===== src/rtl/ecm_defines.svh =====
// Constants for the card and flash signal multiplexer
`ifndef ECM_DEFINES_SVH
`define ECM_DEFINES_SVH
`define ECM_ADDR_W 26
`define ECM_RNW_BIT 25
`define ECM_MODE_HI 23
`define ECM_MODE_LO 21
`define ECM_ALE_BIT 21
`define ECM_CLE_BIT 22
`define ECM_CS3_BASE 32'h4000_0000
`define ECM_CS3_LAST 32'h4FFF_FFFF
`define ECM_MODE_ATTR 3'h0
`define ECM_MODE_COMMON 3'h2
`define ECM_MODE_IO 3'h4
`define ECM_MODE_IDE 3'h6
`define ECM_MODE_ALT_IDE 3'h7
`define ECM_NAND_OFF 2'h0
`define ECM_NAND_ON 2'h1
`define ECM_BOOT_DBW 2'h1
`define ECM_BOOT_BAT 1'h1
`define ECM_BOOT_CSRW 1'h1
`endif


===== src/rtl/ecm_pkg.sv =====
// Types for the card and flash signal multiplexer
package ecm_pkg;
    typedef enum logic [2:0] {
        ECM_ACC_ATTR,
        ECM_ACC_COMMON,
        ECM_ACC_IO,
        ECM_ACC_IDE,
        ECM_ACC_ALT_IDE,
        ECM_ACC_NONE
    } ecm_access_t;

    // Strobes as produced by the static memory controller, all active low
    typedef struct packed {
        logic read_n;
        logic write0_n;
        logic write1_n;
        logic write3_n;
        logic cs3_n;
        logic cs4_n;
        logic cs5_n;
    } ecm_strobes_t;

    // Chip select zero boot configuration
    typedef struct packed {
        logic [1:0] data_width;
        logic byte_select;
        logic cs_controls_rw;
    } ecm_boot_cfg_t;
endpackage


===== src/rtl/ecm_signal_mux.sv =====
// Pin multiplexer routing controller strobes onto card and NAND pins
`timescale 1ns/1ps
`include "ecm_defines.svh"

// Behaviour
// RL1: Assignment bit set drives card select on chip-select-4/5 pin, else ordinary select.
// RL2: Assigned card select pins must not drive any other memory device.
// RL3: During card access shared pins carry card strobes, otherwise bus signals.
// RL4: Slot 0 card select timing equals controller chip-select-4 timing.
// RL5: Card read-not-write holds stable through each transfer, like address.
// RL6: Card select and read-not-write serve as buffer enable and direction.
// RL7: Card wait request feeds controller external wait input.
// RL8: NAND glue active only when assignment field programmed; window 0x4000_0000..0x4FFF_FFFF.
// RL9: While chip select 3 active, read/write strobes copied to NAND enables.
// RL10: NAND enables deassert immediately when address leaves chip-select-3 window.
// RL11: Software uses A21 for address latch, A22 for command latch.
// RL12: NAND command, address, data told apart only by access offset.
// RL13: Host drives NAND chip enable and ready/busy via general pins.
// RL14: Software uses A23 for I/O versus memory, A22 for attribute.
// RL15: Software uses A21 to choose alternate or primary disk registers.
// RL16: After reset chip select 0 is byte-select, 16-bit, chip-select read/write.
// RL17: Software programs chip select 3 timing for NAND before access.
// RL18: Software sets general pins for card reset, interrupt, card detect.
// RL19: Address bits 23..21 select attribute, common, I/O, disk, alternate disk.
// RL20: I/O and disk modes use I/O strobes; memory modes use memory strobes.
module ecm_signal_mux
    import ecm_pkg::*;
(
    input wire logic clk_i, // System bus clock
    input wire logic reset_i, // Synchronous reset, active high
    input wire logic slot0_assign_bit_i, // Slot 0 assigned to chip select 4
    input wire logic slot1_assign_bit_i, // Slot 1 assigned to chip select 5
    input wire logic [1:0] nand_assign_field_i, // NAND assignment on chip select 3
    input wire ecm_strobes_t smc_i, // Controller strobes, active low
    input wire logic [31:0] trans_addr_i, // Current transfer address
    input wire logic [`ECM_ADDR_W-1:0] ext_addr_i, // Controller address pins
    input wire logic smc_write_i, // Current transfer is a write
    input wire logic card_wait_n_i, // Card wait request, active low
    output logic chip_select_four_o, // Pin: ordinary select or card slot 0 select
    output logic chip_select_five_o, // Pin: ordinary select or card slot 1 select
    output logic read_strobe_o, // Pin: read or card output enable
    output logic write0_or_write_enable_o, // Pin: write 0 or card write enable
    output logic write1_or_byte1_select_o, // Pin: write 1 or card I/O read
    output logic write3_or_byte3_select_o, // Pin: write 3 or card I/O write
    output logic [`ECM_ADDR_W-1:0] addr_pins_o, // Address pins, bit 25 shared
    output logic flash_output_enable_o, // NAND output enable, active low
    output logic flash_write_enable_o, // NAND write enable, active low
    output logic nand_ale_o, // Address latch enable seen on the bus
    output logic nand_cle_o, // Command latch enable seen on the bus
    output logic external_wait_input_o, // Wait to controller, active low
    output ecm_boot_cfg_t boot_cfg_o, // Chip select 0 configuration
    output ecm_access_t card_access_o // Decoded card access type
);
    logic card0_act;
    logic card1_act;
    logic card_act;
    logic io_mode;
    logic in_cs3;
    logic nand_on;
    logic rnw_r;
    logic rnw_nxt;
    ecm_access_t access;
    ecm_boot_cfg_t boot_r;

    assign card0_act = slot0_assign_bit_i && !smc_i.cs4_n;
    assign card1_act = slot1_assign_bit_i && !smc_i.cs5_n;
    assign card_act = card0_act || card1_act;

    always_comb begin
        unique case (ext_addr_i[`ECM_MODE_HI:`ECM_MODE_LO]) // RL19
            `ECM_MODE_ATTR: access = ECM_ACC_ATTR;
            `ECM_MODE_COMMON: access = ECM_ACC_COMMON;
            `ECM_MODE_IO: access = ECM_ACC_IO;
            `ECM_MODE_IDE: access = ECM_ACC_IDE;
            `ECM_MODE_ALT_IDE: access = ECM_ACC_ALT_IDE;
            default: access = ECM_ACC_NONE;
        endcase
    end
    assign card_access_o = card_act ? access : ECM_ACC_NONE;
    assign io_mode = (access == ECM_ACC_IO) || (access == ECM_ACC_IDE)
        || (access == ECM_ACC_ALT_IDE); // RL20

    // Card select is the raw controller select, so its timing matches exactly
    assign chip_select_four_o = smc_i.cs4_n; // RL1 RL4 RL6
    assign chip_select_five_o = smc_i.cs5_n; // RL1 RL6

    always_comb begin
        read_strobe_o = smc_i.read_n;
        write0_or_write_enable_o = smc_i.write0_n;
        write1_or_byte1_select_o = smc_i.write1_n;
        write3_or_byte3_select_o = smc_i.write3_n;
        if (card_act) begin // RL3
            read_strobe_o = io_mode ? 1'b1 : smc_i.read_n; // RL20
            write0_or_write_enable_o = io_mode ? 1'b1 : smc_i.write0_n; // RL20
            write1_or_byte1_select_o = io_mode ? smc_i.read_n : 1'b1; // RL20
            write3_or_byte3_select_o = io_mode ? smc_i.write0_n : 1'b1; // RL20
        end
    end

    // Direction latched while no card select is active, so it cannot move mid-transfer
    assign rnw_nxt = card_act ? rnw_r : !smc_write_i;
    always_ff @(posedge clk_i) begin
        if (reset_i) begin
            rnw_r <= 1'b1;
        end else begin
            rnw_r <= rnw_nxt; // RL5
        end
    end

    always_comb begin
        addr_pins_o = ext_addr_i;
        if (card_act) begin
            addr_pins_o[`ECM_RNW_BIT] = rnw_r; // RL3 RL5 RL6
        end
    end

    assign nand_on = nand_assign_field_i != `ECM_NAND_OFF; // RL8
    assign in_cs3 = (trans_addr_i >= `ECM_CS3_BASE) && (trans_addr_i <= `ECM_CS3_LAST);
    // Gated combinationally by the window so the enables drop the same cycle
    assign flash_output_enable_o = !(nand_on && in_cs3 && !smc_i.cs3_n
        && !smc_i.read_n); // RL9 RL10
    assign flash_write_enable_o = !(nand_on && in_cs3 && !smc_i.cs3_n
        && !smc_i.write0_n); // RL9 RL10
    assign nand_ale_o = ext_addr_i[`ECM_ALE_BIT]; // RL12
    assign nand_cle_o = ext_addr_i[`ECM_CLE_BIT]; // RL12

    assign external_wait_input_o = card_wait_n_i; // RL7

    always_ff @(posedge clk_i) begin
        if (reset_i) begin
            boot_r <= '{data_width: `ECM_BOOT_DBW, byte_select: `ECM_BOOT_BAT,
                cs_controls_rw: `ECM_BOOT_CSRW}; // RL16
        end else begin
            boot_r <= boot_r;
        end
    end
    assign boot_cfg_o = boot_r;
endmodule


===== config.mk =====
export PLATFORM = sky130hd
export DESIGN_NAME = ecm_signal_mux
export DESIGN_NICKNAME = d
export VERILOG_FILES = /design/src/rtl/ecm_pkg.sv /design/src/rtl/ecm_signal_mux.sv
export VERILOG_INCLUDE_DIRS = /design/src /design/src/rtl
export SDC_FILE = /design/constraint.sdc
export NUM_CORES = 1
export LEC_CHECK = 0
export BUFFER_PORTS_ARGS = -buffer_cell sky130_fd_sc_hd__buf_2
export CORE_MARGIN = 2
export CORE_UTILIZATION = 23
export CTS_CLUSTER_SIZE = 14
export DETAILED_ROUTE_END_ITERATION = 10
export PLACE_DENSITY = 0.89
export REMOVE_ABC_BUFFERS = 1
export SLEW_MARGIN = 25
export SYNTH_ARGS = -nofsm -noshare
export SYNTH_HDL_FRONTEND = slang
export SYNTH_SLANG_ARGS = --single-unit

===== constraint.sdc =====
create_clock -name clk_i -period 3.11 [get_ports clk_i]
set_clock_uncertainty 0.05 [all_clocks]
set_input_delay 0.4665 -clock clk_i [delete_from_list [all_inputs] [get_ports clk_i]]
set_output_delay 0.4665 -clock clk_i [all_outputs]
set_load 0.03 [all_outputs]

==> results of run 1 <==
-- cell usage in the layout, fill, tap and decap left out --
cell type,n
a31o_2,2
dfxtp_1,1
mux2i_1,1
inv_1,2
buf_2,38
conb_1,4
nor2b_1,1
nand2_1,1
nand3b_1,2
o21ai_0,1
and3b_1,1
nand3_1,1
nand2b_1,4
or4b_1,1
nor3_2,1
mux2_2,3
o22ai_2,1
nor2_1,2
-- routing by layer --
metal | global-route usage | routed length, um | up-vias
met5 | 0 | 0 | -
met4 | 0 | 0 | 0
met3 | 0.123 | 374 | 0
met2 | 0.119 | 464 | 68
met1 | 0.143 | 584 | 157
li1 | - | - | 171
-- metrics by stage --
stage          area, um^2  cells  worst slack, ps  hold WS, ps  power [mW]
2_1_floorplan         213     29             1250          429      0.0545
3_3_place_gp          437     94             1090          469      0.0934
3_5_place_dp          437     94             1080          481      0.0942
4_1_cts               437     94             1080          481      0.0945
5_1_grt               437     94             1030          552      0.0991
6_report              437     94             1080          475      0.0936
-- power groups by stage --
stage / sequential (mW) / combinational [mW] / clock (mW)
finish: 0.0147 / 0.0789 / 0
global route: 0.0149 / 0.0842 / 0
CTS: 0.0147 / 0.0798 / 0
detailed placement: 0.0147 / 0.0795 / 0
global placement: 0.0147 / 0.0787 / 0
floorplan: 0.0144 / 0.0401 / 0
-- final cells by class --
| type | instances | area share |
|---|---|---|
| Multi-Input combinational cell | 26 | 0.424 |
| Sequential cell | 1 | 0.0458 |
| Timing Repair Buffer | 38 | 0.436 |
| Tap cell | 27 | 0.0774 |
| Inverter | 2 | 0.0172 |
-- path summary, 6_finish.rpt --
| kind | startpoint | endpoint | slack [ps] | cells after the start |
|---|---|---|---|---|
| min reg2reg | rnw_r | rnw_r | 470 | 2 |
| max | trans_addr_i[31] | flash_output_enable_o | 1080 | 5 |
| max reg2reg | rnw_r | rnw_r | 2460 | 2 |
| min | rnw_r | rnw_r | 470 | 2 |
-- cell families (layout without fill, tap and decap cells) --
| kind of cell | after synthesis | after routing | share of synthesized area |
|---|---|---|---|
| other | 2 | 4 | 0.0163 |
| buffers and inverters | 36 | 40 | 0.571 |
| AND/OR/NAND/NOR | 14 | 14 | 0.198 |
| flip-flops | 1 | 1 | 0.0435 |
| AO/OA/AOI/OAI | 4 | 4 | 0.0761 |
| multiplexers | 4 | 4 | 0.0951 |
-- worst max-delay path: stages --
cell and delay (ps):
buf_2 90, or4b_1 530, nor3_2 170, nand2b_1 70
buf_2 180
==> flow_summary.json, run 1 <==
{
  "core_mm2": 0.00192,
  "wl_um": 1420,
  "die_w_um": 48.7,
  "fp.dieH_um": 48.7,
  "drt_iter0_drc": 1,
  "clk_latency_ps": 0,
  "end_kind": "output pin",
  "multi_input_area_um2": 185,
  "synth_top_cell_by_area": "buf_4",
  "cts_setup_buffers": 0,
  "grt_max_degree": 10,
  "ios": 117,
  "routedWlPerCell_um": 15.1,
  "p_sw_mw": 0.0512,
  "synthTopCellsByArea": "buf_4, mux2_2, nand2b_1",
  "p_sw_frac": 0.547,
  "start_util": 0.240,
  "place_congestion": 0.669,
  "maxCapViolCount": 0,
  "min_period_over_period": 0.651,
  "via_count": 396,
  "report.final.slew_viol_count": 0,
  "leakagePower_nw": 0.232,
  "fin_nets": 142,
  "internal_power_mw": 0.0423,
  "status": "finished clean",
  "seq_area_um2": 20.0,
  "hold_viol_final": 0,
  "critPathMaxFanout": 2,
  "ant_nets": 0,
  "hp-class": "flop to flop",
  "avgSynthCellArea_um2": 7.55,
  "grt_overflow": 0,
  "p_per_area_mw_per_mm2": 214,
  "syn2layout_area_growth_pct": -5.16,
  "drive_above_1_share": 0.672,
  "route.detailed.drc": 0,
  "rsz0062_at_grt": "false",
  "n_fill_cell": 232,
  "synth_warnings": 0,
  "largest_reg_flops": 1,
  "dr.pass1.iters": 2,
  "grt_pass1_vias": 339,
  "combPwrFrac": 0.843,
  "num_rows": 16,
  "synth_flop_cell": "dfxtp_1",
  "setup.worst_path.start_class": "primary input",
  "max_freq_ghz": 0.494,
  "yosysSeqAreaShare": 0.0435,
  "seqPwrFrac": 0.157,
  "critPathRequiredTime_ps": 2590,
  "portBuffers": 38,
  "synth_most_common_cell": "buf_4",
  "synth_cells": 61,
  "crit_type": "primary input to output pin",
  "grt_usage": 0.109,
  "vias_per_cell": 4.21,
  "period_needed_ps": 2030,
  "synth-edff-count": 0,
  "dieArea_mm2": 0.00238,
  "grt_pass1_wl_um": 1870,
  "cts_resized": 0,
  "critPathArrivalTime_ps": 1510,
  "regMostFlops": "rnw_r",
  "async_flop_share": 0,
  "antenna_cells": 0,
  "peakVddDrop_mv": 0.0860,
  "hpwl_um": 1240,
  "clkTransAtPathRegs_ps": 0,
  "final_util": 0.227,
  "yosysUniqueCellTypes": 18,
  "hold_buffers": 0,
  "fin_setup_tns_ps": 0,
  "finalSetupViolCount": 0,
  "clock_power_share": 0,
  "synth.top_cells.by_count": "buf_4, nand2b_1, mux2_2",
  "synth_top_area_frac": 0.554,
  "ys_seq_elements": 1,
  "antenna_found_initial": 0,
  "top_regs": "rnw_r x1",
  "synth.cell_area_um2": 460
}
Note: power is estimated with default switching activity, not from simulation.
==> run 2, diff against run 1 <==
--- a/config.mk
+++ b/config.mk
@@ -8,10 +8,10 @@
 export LEC_CHECK = 0
 export BUFFER_PORTS_ARGS = -buffer_cell sky130_fd_sc_hd__buf_2
 export CORE_MARGIN = 2
-export CORE_UTILIZATION = 23
+export CORE_UTILIZATION = 21
 export CTS_CLUSTER_SIZE = 14
 export DETAILED_ROUTE_END_ITERATION = 10
-export PLACE_DENSITY = 0.89
+export PLACE_DENSITY = 0.83
 export REMOVE_ABC_BUFFERS = 1
 export SLEW_MARGIN = 25
 export SYNTH_ARGS = -nofsm -noshare
==> constraint.sdc (replaced) <==
create_clock -name clk_i -period 2 [get_ports clk_i]
set_clock_uncertainty 0.05 [all_clocks]
set_input_delay 0.3 -clock clk_i [delete_from_list [all_inputs] [get_ports clk_i]]
set_output_delay 0.3 -clock clk_i [all_outputs]
set_load 0.03 [all_outputs]
==> run 2 against run 1 <==
Net effect:
- flip-flop and latch count stayed put
- final cell count is 1.1% higher
- sequential power is 55% higher
- core utilization is 0.75 points lower
- register-to-register slack worse by 1100 ps
- global-route usage hardly changed
- critical path type unchanged
==> flow_summary.json, run 2 (same netlist as run 1, synthesis figures left out) <==
{
  "hpwl_um": 1280,
  "leakagePower_nw": 0.236,
  "via_count": 413,
  "final_cell_mix": "buf_2, nand2b_1, conb_1",
  "wl_met2_um": 486,
  "grt_overflow": 0,
  "grt_usage": 0.108,
  "combPwrFrac": 0.846,
  "cts_setup_buffers": 0,
  "route.detailed.drc": 0,
  "wl_um": 1510,
  "p_sw_mw": 0.0803,
  "hold_viol_final": 0,
  "hp-class": "flop to flop",
  "wl_met1_um": 640,
  "grt_max_degree": 8,
  "grt_pass1_wl_um": 1950,
  "critPathMaxFanout": 2,
  "start_util": 0.228,
  "p_per_area_mw_per_mm2": 333,
  "clk_latency_ps": 0,
  "critPathRequiredTime_ps": 1650,
  "report.final.slew_viol_count": 0,
  "portBuffers": 38,
  "ant_nets": 0,
  "num_rows": 16,
  "antenna_found_initial": 0,
  "maxCapViolCount": 0,
  "die_w_um": 50.8,
  "setup.worst_path.start_class": "primary input",
  "p_sw_frac": 0.542,
  "dr.pass1.iters": 4,
  "routedWlPerCell_um": 15.9,
  "fp.dieH_um": 50.8,
  "ios": 117,
  "drt_iter0_drc": 2,
  "max_freq_ghz": 0.604,
  "finalSetupViolCount": 0,
  "r2r_setup_slack_ps": 1360,
  "met3_length_um": 376,
  "core_mm2": 0.00202,
  "fin_nets": 143,
  "period_needed_ps": 1660,
  "fin_setup_tns_ps": 0,
  "place_congestion": 0.671,
  "antenna_cells": 0,
  "rsz0062_at_grt": "false",
  "syn2layout_area_growth_pct": -3.53,
  "top_regs": "rnw_r x1",
  "layout_commonest_cell": "buf_2",
  "final_util": 0.220,
  "clkTransAtPathRegs_ps": 0,
  "dieArea_mm2": 0.00258,
  "clock_power_share": 0,
  "cts_resized": 0,
  "vias_per_cell": 4.35,
  "grt_pass1_vias": 379,
  "min_period_over_period": 0.828,
  "largest_reg_flops": 1,
  "seqPwrFrac": 0.154,
  "top_layer_used": "met4",
  "hold_buffers": 0,
  "status": "finished clean",
  "peakVddDrop_mv": 0.153,
  "critPathArrivalTime_ps": 1310,
  "end_kind": "output pin",
  "crit_type": "primary input to output pin",
  "regMostFlops": "rnw_r",
  "drive_above_1_share": 0.676,
  "internal_power_mw": 0.0677
}
## run 2: cell count changes in the layout (fill, tap and decap cells not counted)
cell,previous run,this run
buf_4,0,1
## run 2: power groups by stage
stage / Combinational (mW) / Clock (mW) / Sequential (mW)
final: 0.125 / 0 / 0.0228
after global routing: 0.133 / 0 / 0.0231
after CTS: 0.126 / 0 / 0.0229
after detailed placement: 0.126 / 0 / 0.0229
after global placement: 0.124 / 0 / 0.0229
after floorplan: 0.0624 / 0 / 0.0224
## run 2: layout make-up
class                   instances  area (um^2)
flip-flops and latches          1         20.0
multi-input cells              26          185
inverters                       2         7.51
well taps                      27         33.8
fillers                       246         1580
repair buffers                 39          198
## run 2: routing by layer
metal | GRT usage | up-vias
li1 | - | 173
met1 | 0.155 | 174
met2 | 0.123 | 64
met3 | 0.0965 | 2
met4 | 0 | 0
met5 | 0 | -
## run 2: path summary, 6_finish.rpt
path	cells after the start	from	endpoint
worst max-delay path	5	trans_addr_i[31]	flash_write_enable_o
worst min-delay path	2	rnw_r	rnw_r
worst max register to register	2	rnw_r	rnw_r
worst min register to register	2	rnw_r	rnw_r
## run 2: worst max-delay path, stage by stage
cell      delay, ps
buf_2            90
or4b_1          520
nor3_2          150
nand2b_1         70
buf_2           170
## run 2: stage by stage
stage               instances  hold slack (ps)  power [mW]  setup slack, ps  area, um^2
global placement           95              470       0.147              339         444
CTS                        95              487       0.149              332         444
global route               95              524       0.156              255         444
detailed placement         95              487       0.149              333         444
finish                     95              477       0.148              343         444
floorplan                  29              410      0.0847              472         213
